--- src/hw/awtc_consts.svh ---
/*
  constants for the area wait timing control block: register offsets,
  field positions, reset values and timing figures.
  assumes it is included by bare name from the package and the bench.
*/
`ifndef AWTC_CONSTS_SVH
`define AWTC_CONSTS_SVH

// ----------------------------------------------------------------
// register map
// ----------------------------------------------------------------
`define AWTC_ADDR_W 12
`define AWTC_WCR_OFF 12'h000
`define AWTC_BCR_OFF 12'h004
`define AWTC_WCR_RESET 32'h0000_0500
`define AWTC_WCR_MASK 32'h0000_1fc3
`define AWTC_BCR_RESET 32'h0000_0000
`define AWTC_BCR_MASK 32'h0000_f000
`define AWTC_ZERO32 32'h0000_0000

// ----------------------------------------------------------------
// field positions
// ----------------------------------------------------------------
`define AWTC_SETUP_HI 12
`define AWTC_SETUP_LO 11
`define AWTC_WAIT_HI 10
`define AWTC_WAIT_LO 7
`define AWTC_MASK_BIT 6
`define AWTC_HOLD_HI 1
`define AWTC_HOLD_LO 0
`define AWTC_KIND_HI 15
`define AWTC_KIND_LO 12

// ----------------------------------------------------------------
// memory kind codes
// ----------------------------------------------------------------
`define AWTC_KIND_NORMAL 4'h0
`define AWTC_KIND_BYTESEL 4'h3

// ----------------------------------------------------------------
// timing: pclk period in ns, counter steps in pclk half bus cycles, longest wait in bus cycles
// ----------------------------------------------------------------
`define AWTC_PCLK_NS 4
`define AWTC_CNT_ONE 6'h01
`define AWTC_EXT_HALF 6'h02
`define AWTC_WAIT_MAX 5'h18

`endif

--- src/hw/awtc_pkg.sv ---
/*
  types shared by the area wait timing control design.
  assumes awtc_consts.svh is reachable on the include path.
*/
`include "awtc_consts.svh"

package awtc_pkg;

  // ----------------------------------------------------------------
  // state machine and state record
  // ----------------------------------------------------------------
  typedef enum logic [2:0] {AWTC_IDLE, AWTC_SETUP, AWTC_ACCESS, AWTC_HOLD, AWTC_FAIL} awtc_state_t;

  typedef struct packed {
    logic [31:0] wcr;
    logic [31:0] bcr;
    logic [31:0] prdata;
    logic ph;
    awtc_state_t st;
    logic [5:0] cnt;
    logic mask;
    logic [1:0] hold_sel;
    logic [4:0] wait_cyc;
    logic bytesel;
    logic write;
    logic [1:0] be;
    logic [23:0] addr;
    logic [15:0] wdata;
    logic cs_n;
    logic rd_n;
    logic [1:0] lane_n;
    logic status_n;
    logic oe;
    logic rsp_valid;
    logic rsp_err;
    logic [15:0] rdata;
    logic wsync1;
    logic wsync2;
    logic [15:0] dsync1;
    logic [15:0] dsync2;
  } awtc_regs_t;

  // true when the field layout of this block applies to the kind
  function automatic logic awtc_kind_ok(input logic [3:0] kind);
    awtc_kind_ok = (kind == `AWTC_KIND_NORMAL) || (kind == `AWTC_KIND_BYTESEL);
  endfunction : awtc_kind_ok

endpackage : awtc_pkg

--- src/hw/awtc_top.sv ---
/*
  area wait timing control: apb register slave plus the external bus
  sequencer for one area holding normal space or byte-selection sram.
  assumes pclk is twice the external bus clock, the memory and wait pins
  are asynchronous to pclk, and user requests come from pclk logic.
*/
// Chosen here: the placing of the registers and the APB interface to the registers.
// Operation
// - wait control fields are read according to the area memory kind
// - this layout applies for normal space and byte-selection sram only
// - strobes follow address and select by 0.5 to 3.5 cycles
// - access wait code gives 0-6, 8, 10, 12, 14, 18 or 24 cycles
// - wait mask 0 honours the external wait input, 1 ignores it
// - the wait mask also acts when the wait count is zero
// - address and select stay 0.5 to 3.5 cycles after strobe negation
// - reserved bits read zero and software writes zero there
// - memory kind 0000 is normal space and 0011 byte-selection sram
`timescale 1ns/1ps

module awtc_top
  import awtc_pkg::*;
(
  input wire logic pclk,
  input wire logic presetn,
  input wire logic [11:0] paddr,
  input wire logic psel,
  input wire logic penable,
  input wire logic pwrite,
  input wire logic [31:0] pwdata,
  output logic [31:0] prdata,
  output logic pready,
  output logic pslverr,
  input wire logic req_valid,
  input wire logic req_write,
  input wire logic [23:0] req_addr,
  input wire logic [1:0] req_be,
  input wire logic [15:0] req_wdata,
  output logic req_ready,
  output logic rsp_valid,
  output logic rsp_error,
  output logic [15:0] rsp_rdata,
  output logic mem_clk,
  output logic [23:0] mem_addr,
  output logic area_select_n,
  output logic read_strobe_n,
  output logic [1:0] byte_lane_strobe_n,
  output logic write_status_n,
  output logic [15:0] mem_dq_o,
  output logic mem_dq_oe,
  input wire logic [15:0] mem_dq_i,
  input wire logic ext_wait_n
);

  // ----------------------------------------------------------------
  // state and decode
  // ----------------------------------------------------------------
  awtc_regs_t q;
  awtc_regs_t d;
  logic [4:0] wait_cyc;
  logic sel_wcr;
  logic sel_bcr;
  logic apb_write;
  logic accept;
  logic [3:0] kind;

  // access wait code decode for the live register
  // wait code decode
  awtc_wait_lut u_wait_lut (
    .code(q.wcr[`AWTC_WAIT_HI:`AWTC_WAIT_LO]),
    .cycles(wait_cyc),
    // reserved codes already clamp to the longest step
    .legal()
  );

  // address decode and transfer strobes
  assign sel_wcr = (paddr == `AWTC_WCR_OFF);
  assign sel_bcr = (paddr == `AWTC_BCR_OFF);
  assign apb_write = psel && penable && pwrite && (sel_wcr || sel_bcr);
  assign kind = q.bcr[`AWTC_KIND_HI:`AWTC_KIND_LO];
  // requests start only on a rising bus clock edge
  assign accept = req_valid && req_ready;

  // ----------------------------------------------------------------
  // apb handshake outputs
  // ----------------------------------------------------------------
  // zero-wait slave, unmapped offsets answer with an error
  // pready never drops, so every access phase is one cycle
  assign pready = 1'b1;
  assign pslverr = psel && penable && !(sel_wcr || sel_bcr);
  assign prdata = q.prdata;

  // ----------------------------------------------------------------
  // user and pin outputs
  // ----------------------------------------------------------------
  // new request only at a rising bus edge with no answer pending
  assign req_ready = (q.st == AWTC_IDLE) && !q.ph && !q.rsp_valid;
  assign rsp_valid = q.rsp_valid;
  assign rsp_error = q.rsp_err;
  assign rsp_rdata = q.rdata;
  assign mem_clk = q.ph;
  assign mem_addr = q.addr;
  assign area_select_n = q.cs_n;
  assign read_strobe_n = q.rd_n;
  assign byte_lane_strobe_n = q.lane_n;
  assign write_status_n = q.status_n;
  assign mem_dq_o = q.wdata;
  assign mem_dq_oe = q.oe;

  // ----------------------------------------------------------------
  // next state
  // ----------------------------------------------------------------
  always_comb
  begin
    d = q;
    d.rsp_valid = 1'b0;

    // synchronisers for the asynchronous pins
    // only the second flop of each pair feeds the logic
    d.wsync1 = ext_wait_n;
    d.wsync2 = q.wsync1;
    d.dsync1 = mem_dq_i;
    d.dsync2 = q.dsync1;

    // divider: one pclk per half bus cycle
    // half bus cycle phase
    d.ph = !q.ph;

    // register read data, loaded in the setup phase
    // reserved bits read zero
    if (psel && !penable)
    begin
      if (sel_wcr)
        d.prdata = q.wcr & `AWTC_WCR_MASK;
      else if (sel_bcr)
        d.prdata = q.bcr & `AWTC_BCR_MASK;
      else
        d.prdata = `AWTC_ZERO32;
    end

    // register writes, reserved bits dropped
    // reserved bits never stored
    if (apb_write && sel_wcr)
      d.wcr = pwdata & `AWTC_WCR_MASK;
    if (apb_write && sel_bcr)
      d.bcr = pwdata & `AWTC_BCR_MASK;

    case (q.st)
      AWTC_IDLE:
      begin
        if (accept)
        begin
          if (!awtc_kind_ok(kind))
          begin
            d.st = AWTC_FAIL;
          end
          else
          begin
            // snapshot timing so a register write cannot tear a cycle
            // kind codes select strobe style
            d.bytesel = (kind == `AWTC_KIND_BYTESEL);
            d.mask = q.wcr[`AWTC_MASK_BIT];
            d.hold_sel = q.wcr[`AWTC_HOLD_HI:`AWTC_HOLD_LO];
            d.wait_cyc = wait_cyc;
            d.write = req_write;
            d.be = req_be;
            d.addr = req_addr;
            d.wdata = req_wdata;
            d.cs_n = 1'b0;
            // write status and data drive span the whole write cycle
            d.status_n = !req_write;
            d.oe = req_write;
            d.cnt = {3'h0, q.wcr[`AWTC_SETUP_HI:`AWTC_SETUP_LO], 1'b1};
            d.st = AWTC_SETUP;
          end
        end
      end

      AWTC_SETUP:
      begin
        if (q.cnt == `AWTC_CNT_ONE)
        begin
          // strobes land on the falling bus edge
          // strobes on opposite edge
          d.rd_n = q.write;
          if (q.write || q.bytesel)
            d.lane_n = ~q.be;
          // strobe for one plus wait cycles
          d.cnt = {q.wait_cyc + 5'h01, 1'b0};
          d.st = AWTC_ACCESS;
        end
        else
        begin
          d.cnt = q.cnt - `AWTC_CNT_ONE;
        end
      end

      AWTC_ACCESS:
      begin
        if (q.cnt == `AWTC_CNT_ONE)
        begin
          // applies with zero wait count too
          if (!q.mask && !q.wsync2)
          begin
            // one bus cycle more per sampled wait
            d.cnt = `AWTC_EXT_HALF;
          end
          else
          begin
            d.rd_n = 1'b1;
            d.lane_n = 2'b11;
            d.rdata = q.write ? 16'h0000 : q.dsync2;
            d.cnt = {3'h0, q.hold_sel, 1'b1};
            d.st = AWTC_HOLD;
          end
        end
        else
        begin
          d.cnt = q.cnt - `AWTC_CNT_ONE;
        end
      end

      AWTC_HOLD:
      begin
        if (q.cnt == `AWTC_CNT_ONE)
        begin
          d.cs_n = 1'b1;
          d.status_n = 1'b1;
          d.oe = 1'b0;
          // answer pulses as the select is released
          d.rsp_valid = 1'b1;
          d.rsp_err = 1'b0;
          d.st = AWTC_IDLE;
        end
        else
        begin
          d.cnt = q.cnt - `AWTC_CNT_ONE;
        end
      end

      AWTC_FAIL:
      begin
        // other kinds get no bus cycle
        // no pin other than mem_clk moves, but the user still gets one answer
        d.rsp_valid = 1'b1;
        d.rsp_err = 1'b1;
        d.rdata = 16'h0000;
        d.st = AWTC_IDLE;
      end

      default:
      begin
        d.st = AWTC_IDLE;
      end
    endcase
  end

  // ----------------------------------------------------------------
  // state register
  // ----------------------------------------------------------------
  // asynchronous clear to constants, then the whole record
  always_ff @(posedge pclk or negedge presetn)
  begin
    if (!presetn)
    begin
      q.wcr <= `AWTC_WCR_RESET;
      q.bcr <= `AWTC_BCR_RESET;
      q.prdata <= `AWTC_ZERO32;
      q.ph <= 1'b0;
      q.st <= AWTC_IDLE;
      q.cnt <= 6'h00;
      q.mask <= 1'b0;
      q.hold_sel <= 2'b00;
      q.wait_cyc <= 5'h00;
      q.bytesel <= 1'b0;
      q.write <= 1'b0;
      q.be <= 2'b00;
      q.addr <= 24'h000000;
      q.wdata <= 16'h0000;
      q.cs_n <= 1'b1;
      q.rd_n <= 1'b1;
      q.lane_n <= 2'b11;
      q.status_n <= 1'b1;
      q.oe <= 1'b0;
      q.rsp_valid <= 1'b0;
      q.rsp_err <= 1'b0;
      q.rdata <= 16'h0000;
      q.wsync1 <= 1'b1;
      q.wsync2 <= 1'b1;
      q.dsync1 <= 16'h0000;
      q.dsync2 <= 16'h0000;
    end
    else
    begin
      q <= d;
    end
  end

endmodule : awtc_top

--- src/hw/awtc_wait_lut.sv ---
/*
  decoder from the four-bit access wait code to a count of bus cycles.
  assumes a purely combinational use by the top module.
*/
`timescale 1ns/1ps

module awtc_wait_lut
  import awtc_pkg::*;
(
  input wire logic [3:0] code,
  output logic [4:0] cycles,
  output logic legal
);

  // ----------------------------------------------------------------
  // code to cycles
  // ----------------------------------------------------------------
  // linear up to six, then the stretched steps; reserved codes clamp long
  always_comb
  begin
    legal = 1'b1;
    case (code)
      4'h0: cycles = 5'h00;
      4'h1: cycles = 5'h01;
      4'h2: cycles = 5'h02;
      4'h3: cycles = 5'h03;
      4'h4: cycles = 5'h04;
      4'h5: cycles = 5'h05;
      4'h6: cycles = 5'h06;
      4'h7: cycles = 5'h08;
      4'h8: cycles = 5'h0a;
      4'h9: cycles = 5'h0c;
      4'ha: cycles = 5'h0e;
      4'hb: cycles = 5'h12;
      4'hc: cycles = 5'h18;
      default:
      begin
        cycles = `AWTC_WAIT_MAX;
        legal = 1'b0;
      end
    endcase
  end

endmodule : awtc_wait_lut

--- config.mk ---
export PLATFORM = sky130hd
export DESIGN_NAME = awtc_top
export DESIGN_NICKNAME = d
export VERILOG_FILES = /design/src/hw/awtc_pkg.sv /design/src/hw/awtc_top.sv /design/src/hw/awtc_wait_lut.sv
export VERILOG_INCLUDE_DIRS = /design/src /design/src/hw
export SDC_FILE = /design/constraint.sdc
export NUM_CORES = 1
export LEC_CHECK = 0
export BUFFER_PORTS_ARGS = -buffer_cell sky130_fd_sc_hd__buf_2
export CORE_MARGIN = 8
export CORE_UTILIZATION = 46
export DETAILED_ROUTE_END_ITERATION = 8
export PLACE_DENSITY = 0.85
export SETUP_SLACK_MARGIN = 0.3
export SLEW_MARGIN = 20
export SYNTH_ARGS = -nofsm -noshare
export SYNTH_HDL_FRONTEND = slang
export SYNTH_SLANG_ARGS = --single-unit
--- constraint.sdc ---
create_clock -name pclk -period 2.05 [get_ports pclk]
set_input_delay 0.3075 -clock pclk [delete_from_list [all_inputs] [get_ports pclk]]
set_output_delay 0.3075 -clock pclk [all_outputs]
set_load 0.02 [all_outputs]
==> impl_metrics.tcl, run 1 <==
set metrics [dict create \
    outcome "completed" \
    ctsRootBufferMaster "clkbuf_16" \
    yosysWarnings 0 \
    dp_cells 761 \
    crit_start "q[117]" \
    slew_headroom_pct 59.71 \
    peakVddDrop_mv 0.5008 \
    die_h_um 133.0 \
    timing.rr.start "q[117]" \
    core_um2 13300 \
    worstMarginPinSlew_ns 0.6044 \
    path_max_fanout 4 \
    power_density_nw_per_um2 764.3 \
    vias 4488 \
    maxCapViolCount 0 \
    crit_chain "or4_4 -> nor2_4 -> buf_6" \
    clkLatencyLatePin_ns 0.42 \
    drt_first_iter_violations 385 \
    grt.total_usage_pct 17.38 \
    gp_congestion 0.9081 \
    dp_hpwl_um 10290 \
    max_freq_mhz 514.9 \
    setup_viol 0 \
    syn_to_final_growth_pct 31.49 \
    overflow 0 \
    finalNonFillerCells 854 \
    fin_skew_ns 0.01033 \
    hold_violations 0 \
    die_x_um 133.0 \
    nFillCells 1003 \
    avgSynthCellArea_um2 12.83 \
    drc 0 \
    grt_max_degree 66 \
    postLayoutCoreUtil_pct 62.28 \
    synth_cell_type_count 54 \
    syn-cell-area_um2 6297 \
    place_area_um2 6894 \
    grt_pass1_vias 4952 \
    io_pins 210 \
    postRouteWirelength_um 16620 \
    power.leakage_nw 4.309 \
    grt_pass1_wl_um 24610 \
    rows 42 \
    synth-seq-area-share_pct 57.80 \
    h-tree-depth 4 \
    synth_edf_count 0 \
    io_buffers 168 \
    rsz0062_at_grt "yes" \
    layout_common_cells "buf_2 (166), dfrtp_1 (128), mux2_2 (51)" \
    cts_tree "done" \
    worst_ep_required_time_ns 1.74 \
    critPathSlowestCell "or4_4" \
    path_class "flip-flop to output port" \
    layout.cells.most_common "buf_2" \
    cp_slowest_stage_delay_ns 0.53 \
    syn_inst 491 \
    cts_buffers 17 \
    final_area_um2 8280 \
    period_share_pct 94.73 \
    cp-end-kind "output port" \
    drive_gt1_share_pct 54.81 \
    path_buf_inv 1 \
    path_delay_family "simple AND/OR/NAND/NOR gates" \
    antenna_found_initial 2 \
    cts-root-to-sink-buffers 2 \
    firstDrtPassIters 6 \
    viasPerCell 5.255 \
    maxSlewViolCount 0 \
    synthArstFlopShare_pct 100.0 \
    start_util_pct 47.36 \
    worst_setup_path_start_kind "flip-flop" \
    cts.sinks 145 \
    min_period_ns 1.942 \
    min_from "pwdata[13]" \
    whs_ns 0.1160 \
    p_total_mw 6.328 \
    clk_pin_slew_worst_paths_ns 0.06 \
    hp-class "input pin to flip-flop" \
    ys_seq_elements 145 \
    synth_flop_cell "dfrtp_1" \
    ant_nets 0 \
    critPathArrivalTime_ns 1.63 \
    die-area_um2 17690 \
    finish.net_count 775 \
    wl_per_cell_um 19.46 \
]
final timing paths:
check,endpoint,slack (ns),depth (start not counted)
worst max-delay path,req_ready,0.11,3
worst min-delay path,kind[1],0.12,2
worst max register to register,q[112],0.14,6
worst min register to register,q[5],0.35,0
max in group asynchronous,d[6],0.91,3
min in group asynchronous,q[113],0.45,2
final cells by class:
type / count / area, µm² / share of cell area (%)
diodes: 3 / 7.507 / 0.09066
multi-input cells: 246 / 2191 / 26.46
flip-flops and latches: 145 / 3650 / 44.08
well taps: 176 / 220.2 / 2.659
inverters: 12 / 45.04 / 0.5440
repair buffers: 240 / 1558 / 18.81
clock inverters: 13 / 176.4 / 2.131
clock buffers: 19 / 432.9 / 5.228
repair_timing:
action                                 CTS  global route
pin swaps                                9            13
gates resized for setup                 27            28
endpoints found under the hold margin   71             0
cloned                                   1             5
setup buffers                           16            18
hold buffers                            18             0
setup endpoints to repair               71            73
report_power, final:
| part | internal (mW) | switching (mW) |
|---|---|---|
| combinational | 0.0983 | 0.139 |
| sequential | 2.90 | 0.0111 |
| clock | 1.94 | 1.24 |
| total | 4.93 | 1.39 |
kinds of logic after synthesis:
kind of cell               after synthesis  synth area share (%)
DFF                                    145                 57.80
buffers and inverters                  120                 12.80
and+or+nand+nor                         75                 6.696
AOI/OAI and AO/OA                       74                 8.921
muxes                                   65                 12.10
xor gates and xnor gates                 7                0.9736
adders and majority gates                3                0.5961
other                                    2                0.1193
Yosys cell counts, types with 2 or more instances:
cell	number	share of area (%)
dfstp_2	9	3.8
a221o_1	2	0.32
buf_2	5	0.40
nand2_1	19	1.1
clkbuf_1	11	0.66
a31oi_1	2	0.20
nand3_1	6	0.48
o211ai_1	2	0.24
a22o_1	27	3.8
nor2_1	11	0.66
o2bb2ai_1	2	0.28
o21bai_1	2	0.24
inv_1	12	0.72
o22a_1	3	0.42
xor2_1	2	0.28
a221oi_1	2	0.28
or3b_2	3	0.42
a21oi_1	7	0.56
ha_1	3	0.60
mux2_4	9	2.1
conb_1	2	0.12
nand3b_1	3	0.36
mux2_2	53	9.5
nor3_1	10	0.79
buf_4	91	11
mux2i_1	3	0.48
nor4_1	6	0.60
o21ai_0	12	0.95
a21boi_0	2	0.24
xnor2_1	5	0.70
or4_1	2	0.24
or4_4	2	0.36
or3_1	2	0.20
nand2b_1	2	0.20
dfrtp_1	136	54
nor2b_1	3	0.30
sequential cells by signal, summed over array words and instances (netlist names), 2 cells and up:
name and cells:
q 47, mem_dq_o 16, kind 4, d 17, prdata 12, rsp_rdata 16
byte_lane_strobe_n 2, mem_addr 24
routing by layer:
layer | vias up | wire [µm] | track usage, %
li1 | 1969 | - | -
met1 | 2231 | 6127 | 18.05
met2 | 229 | 8636 | 30.20
met3 | 59 | 1306 | 6.624
met4 | 0 | 552 | 8.454
met5 | - | 0 | 0
per-stage QoR:
stage / worst slack [ns] / TNS (ns)
2_1_floorplan: 0.1313 / 0
3_3_place_gp: 0.008803 / 0
3_5_place_dp: -0.02019 / -0.1042
4_1_cts: 0.08372 / 0
5_1_grt: 0.07100 / 0
6_report: 0.1080 / 0
(Power assumes the default switching activity.)
==> run 2, diff against run 1 <==
GPL_TIMING_DRIVEN = 0   (was unset)
==> run 2 against run 1 <==
Against the previous run: the run now ends with setup timing left; via count up 5.5%; die area stayed put; non-clock buffer count is 101 higher; cell area rose by 14%; critical path depth grew 3; largest power group unchanged.
==> impl_metrics.tcl, run 2 (synthesis gave the netlist of run 1 again) <==
set metrics [dict create \
    finish.net_count 875 \
    cts_tree "done" \
    drc 0 \
    path_common_cell "buf_6" \
    cts-root-to-sink-buffers 2 \
    die-area_um2 17690 \
    peakVddDrop_mv 0.4477 \
    dp_hpwl_um 11060 \
    grt.total_usage_pct 19.09 \
    cp-end-kind "flip-flop" \
    layout_common_cells "buf_2 (166), dfrtp_1 (129), buf_4 (117)" \
    outcome "finished, violations left" \
    slew_headroom_pct 43.54 \
    firstDrtPassIters 5 \
    grt_pass1_vias 5328 \
    critPathSlowestCell "a221o_2" \
    h-tree-depth 4 \
    largest_register_ffs 47 \
    drt_first_iter_violations 266 \
    ant_nets 0 \
    cp_slowest_stage_delay_ns 0.47 \
    p_total_mw 6.250 \
    rows 42 \
    overflow 0 \
    wl_per_cell_um 18.36 \
    maxCapViolCount 0 \
    maxSlewViolCount 0 \
    io_pins 210 \
    syn_to_final_growth_pct 49.27 \
    viasPerCell 4.977 \
    worst_ep_required_time_ns 2.35 \
    max_freq_mhz 475.3 \
    setup_viol 3 \
    period_share_pct 102.6 \
    gp_congestion 0.9219 \
    fin_skew_ns 0.01070 \
    critPathArrivalTime_ns 2.41 \
    grt_max_degree 109 \
    ctsRootBufferMaster "clkbuf_16" \
    dp_cells 855 \
    clk_pin_slew_worst_paths_ns 0.06 \
    crit_chain "buf_6 -> nor4_4 -> nand3b_1 -> buf_6 -> a221o_2 -> a221o_1" \
    largest_register "q" \
    worst_setup_path_start_kind "flip-flop" \
    final_area_um2 9400 \
    die_x_um 133.0 \
    place_area_um2 7579 \
    layout.cells.most_common "buf_2" \
    min_period_ns 2.104 \
    setup_ws_ns -0.05398 \
    violations "setup timing" \
    io_buffers 168 \
    power.leakage_nw 5.075 \
    grt_pass1_wl_um 26700 \
    vias 4733 \
    finalNonFillerCells 951 \
    start_util_pct 47.36 \
    path_class "flip-flop to flip-flop" \
    drive_gt1_share_pct 61.24 \
    postRouteWirelength_um 17460 \
    worstMarginPinSlew_ns 0.8437 \
    cts_buffers 17 \
    cts.sinks 145 \
    clkLatencyLatePin_ns 0.42 \
    antenna_found_initial 1 \
    postLayoutCoreUtil_pct 70.70 \
    die_h_um 133.0 \
    core_um2 13300 \
    hp-class "input pin to flip-flop" \
    rsz0062_at_grt "yes" \
    path_max_fanout 4 \
    r2r_slack_ns -0.05 \
    power_density_nw_per_um2 664.8 \
    hold_violations 0 \
]
==> run 2: cell types whose count changed in the layout (fill, tap and decap cells not counted), moves of 6 or more <==
cell / delta
buf_4: +77
buf_8: +10
clkbuf_8: +7
mux2_2: -40
mux2_4: +40
nand2_1: -6
o21ai_0: -7
==> run 2: through the flow <==
step	setup WS (ns)	hold slack (ns)	setup TNS (ns)
global placement	-1.434	0.3332	-170.77
finish	-0.05398	0.1151	-0.09936
CTS	-0.01879	0.1044	-0.01879
detailed placement	-0.2202	0.2015	-7.019
global route	-0.1099	0.1030	-1.129
floorplan	0.1313	0.01191	0
==> run 2: worst paths after layout <==
| path | start | end | depth (start not counted) |
|---|---|---|---|
| hold reg to reg | d[11] | q[11] | 0 |
| setup / recovery | q[118] | q[111] | 6 |
| min in group asynchronous | presetn | q[191] | 2 |
| hold / removal | req_addr[12] | mem_addr[12] | 2 |
| setup reg to reg | q[118] | q[111] | 6 |
| max in group asynchronous | presetn | q[110] | 3 |
==> run 2: layout make-up <==
class	instances	area (µm²)
antenna	1	2.502
buffer	108	939.7
clock buffer	21	460.4
clock inverter	10	126.4
fill	895	3895
inverter	12	45.04
multi-input combinational	245	2364
sequential	145	3649
tap	176	220.2
timing repair buffer	233	1594
==> run 2: critical path, delay by kind of cell (launching register included) <==
family                 cells  cell delay [ns]
AND/OR/NAND/NOR            2             0.46
flip-flops                 1             0.43
AO/OA/AOI/OAI              2             0.80
buffers and inverters      2             0.30
==> run 2: layer usage <==
metal / wire, µm / share of wire [%] / vias up / GRT usage (%)
met4: 586 / 3.4 / 0 / 10.03
met3: 1077 / 6.2 / 51 / 7.229
met2: 9167 / 53 / 179 / 32.61
li1: - / - / 2171 / -
met1: 6624 / 38 / 2332 / 20.07
met5: 0 / 0 / - / 0
==> run 2: what timing repair did <==
item / 4_1_cts / 5_1_grt
pin swaps: 14 / 23
resized for setup: 79 / 81
hold buffers: 18 / 0
hold endpoints to repair: 52 / 0
gates cloned: 7 / 2
setup endpoints to repair: 80 / 80
buffers inserted: 26 / 11
==> run 2: power breakdown <==
part / switching [mW] / leakage, nW / internal (mW)
combinational: 0.148 / 2.90 / 0.124
sequential: 0.0111 / 1.90 / 2.90
clock: 1.20 / 0.277 / 1.86
==> run 3, diff against run 2 <==
ABC_AREA = 1   (was unset)
CORE_UTILIZATION = 55   (was 46)
PLACE_DENSITY = 0.93   (was 0.85)
clock period = 2.69 ns   (was 2.05 ns; I/O delays follow)
==> run 3 against run 2 <==
Against the previous run: the run now ends clean; sequential share of layout area is 4.3 points higher; worst setup slack better by 0.82 ns; clock-buffer cell count is 4 lower; register-to-register slack better by 0.82 ns; routed wire length is 8.2% lower; synthesized area is 6.2% higher; clock skew is 0.0011 ns higher; combinational power grew to 12 times the previous value.
==> impl_metrics.tcl, run 3 <==
set metrics [dict create \
    outcome "completed" \
    gp_congestion 0.8931 \
    hp-class "input pin to flip-flop" \
    yosysWarnings 0 \
    setup_ws_ns 0.7684 \
    path_class "flip-flop to flip-flop" \
    maxCapViolCount 0 \
    rsz0062_at_grt "no" \
    synth_most_common_cell "nand2_1" \
    min_period_ns 1.922 \
    layout.cells.most_common "nand2_1" \
    synth.largest_area_cell "dfrtp_1" \
    slew_headroom_pct 64.81 \
    viasPerCell 4.768 \
    syn_to_final_growth_pct 26.27 \
    path_max_fanout 10 \
    grt_max_degree 84 \
    wl_per_cell_um 14.12 \
    peakVddDrop_mv 0.5653 \
    grt_pass1_vias 5468 \
    cts_buffers 17 \
    maxSlewViolCount 0 \
    rows 40 \
    drive_gt1_share_pct 35.02 \
    overflow 0 \
    io_buffers 168 \
    fin_tns_setup_ns 0 \
    synth_flop_cell "dfrtp_1" \
    largest_register "q" \
    route.met3.wl_um 1144 \
    worst_setup_path_start_kind "flip-flop" \
    syn_inst 767 \
    wl_met2_um 8374 \
    core_um2 11960 \
    finish.net_count 1088 \
    clk_pin_slew_worst_paths_ns 0.07 \
    synthArstFlopShare_pct 100.0 \
    largest_register_ffs 47 \
    postRouteWirelength_um 16020 \
    highest-signal-layer "met5" \
    antenna_found_initial 1 \
    io_pins 210 \
    firstDrtPassIters 5 \
    synth.top_cell.area_share_pct 50.89 \
    synth_cell_type_count 34 \
    die_x_um 126.3 \
    grt_pass1_wl_um 26300 \
    cts-root-to-sink-buffers 2 \
    synth-seq-area-share_pct 54.42 \
    start_util_pct 55.91 \
    post_cts_buffers 0 \
    yosys-top-cells-area "dfrtp_1 (51%), nand2_1 (17%), buf_4 (10%)" \
    vias 5412 \
    drt_first_iter_violations 335 \
    setup_viol 0 \
    p_total_mw 8.846 \
    power_density_nw_per_um2 1048 \
    fin_skew_ns 0.01177 \
    cp-end-kind "flip-flop" \
    die-area_um2 15940 \
    drc 0 \
    nFillCells 876 \
    power.leakage_nw 4.784 \
    cts.sinks 145 \
    critPathArrivalTime_ns 2.23 \
    avgSynthCellArea_um2 8.719 \
    max_freq_mhz 520.4 \
    ys_seq_elements 145 \
    hold_violations 0 \
    ant_nets 0 \
    synth_edf_count 0 \
    synth_common_cells "nand2_1 (299), dfrtp_1 (136), buf_4 (91)" \
    worst_ep_required_time_ns 3.00 \
    pre_cts_ws_ns 0.8750 \
    cts_tree "done" \
    clkLatencyLatePin_ns 0.42 \
    worstMarginPinSlew_ns 0.5278 \
    h-tree-depth 4 \
    dp_hpwl_um 11780 \
    layout_common_cells "nand2_1 (299), buf_2 (174), dfrtp_1 (136)" \
    syn-cell-area_um2 6688 \
    period_share_pct 71.43 \
    diodes 0 \
    wl_met1_um 6311 \
    die_h_um 126.3 \
    ctsRootBufferMaster "clkbuf_16" \
    grt.total_usage_pct 20.58 \
]
-- run 3: final cells by class --
cell class,instances,area [µm²],area share (%)
sequential,145,3640,43.10
buffer,111,804.5,9.527
clock buffer,17,425.4,5.038
multi-input combinational,478,2118,25.09
clock inverter,15,187.7,2.223
timing repair buffer,170,888.4,10.52
tap,147,183.9,2.178
inverter,52,196.4,2.326
-- run 3: repair_timing --
| item | 4_1_cts | 5_1_grt |
|---|---|---|
| hold buffers | 1 | 0 |
| hold endpoints to repair | 62 | 0 |
| resized for setup | 0 | 0 |
-- run 3: power breakdown --
part           internal (mW)  switching, mW
Combinational           1.41           1.95
Sequential              2.75          0.341
Clock                   1.34           1.05
-- run 3: worst max-delay path, stage by stage (launching register included) --
cell and delay, ns:
dfrtp_1 0.40, inv_1 0.14, ha_1 0.18, inv_1 0.07, nor2_4 0.16, nand3_1 0.18
buf_2 0.24, a21oi_1 0.20, nand2_1 0.11, nand2_1 0.08, nand2_1 0.05
-- run 3: cell families after synthesis --
kind of cell	count (synthesis)	share of synthesized area (%)
compound gates	56	5.201
xor+xnor	4	0.5239
fa+ha+maj	3	0.5613
buf+inv	163	14.97
flops	145	54.42
other cells	2	0.1123
simple gates	394	24.21
-- run 3: final timing paths --
| check | from | endpoint | slack (ns) | depth (start not counted) |
|---|---|---|---|---|
| min | ext_wait_n | d[32] | 0.08 | 1 |
| max | q[111] | q[116] | 0.77 | 10 |
| min in group asynchronous | presetn | rsp_rdata[7] | 0.52 | 2 |
| min reg2reg | d[13] | q[13] | 0.35 | 0 |
| max reg2reg | q[111] | q[116] | 0.77 | 10 |
| max in group asynchronous | presetn | byte_lane_strobe_n[1] | 1.38 | 3 |
-- run 3: through the flow --
| stage | hold slack [ns] | cell area (µm²) | util (%) | instances |
|---|---|---|---|---|
| 6_report | 0.08138 | 8444 | 70.60 | 1135 |
| 5_1_grt | 0.06351 | 8444 | 70.60 | 1135 |
| 4_1_cts | 0.06456 | 8444 | 70.60 | 1135 |
| 3_5_place_dp | 0.3355 | 7821 | 65.39 | 1102 |
| 3_3_place_gp | 0.3314 | 7784 | 65.07 | 1101 |
| 2_1_floorplan | 0.1079 | 6759 | - | 786 |
-- run 3: per-layer routing --
| layer | global-route usage, % | vias up |
|---|---|---|
| met5 | 0 | - |
| met4 | 7.360 | 2 |
| met3 | 6.835 | 18 |
| met2 | 35.60 | 161 |
| met1 | 23.30 | 2540 |
| li1 | - | 2691 |
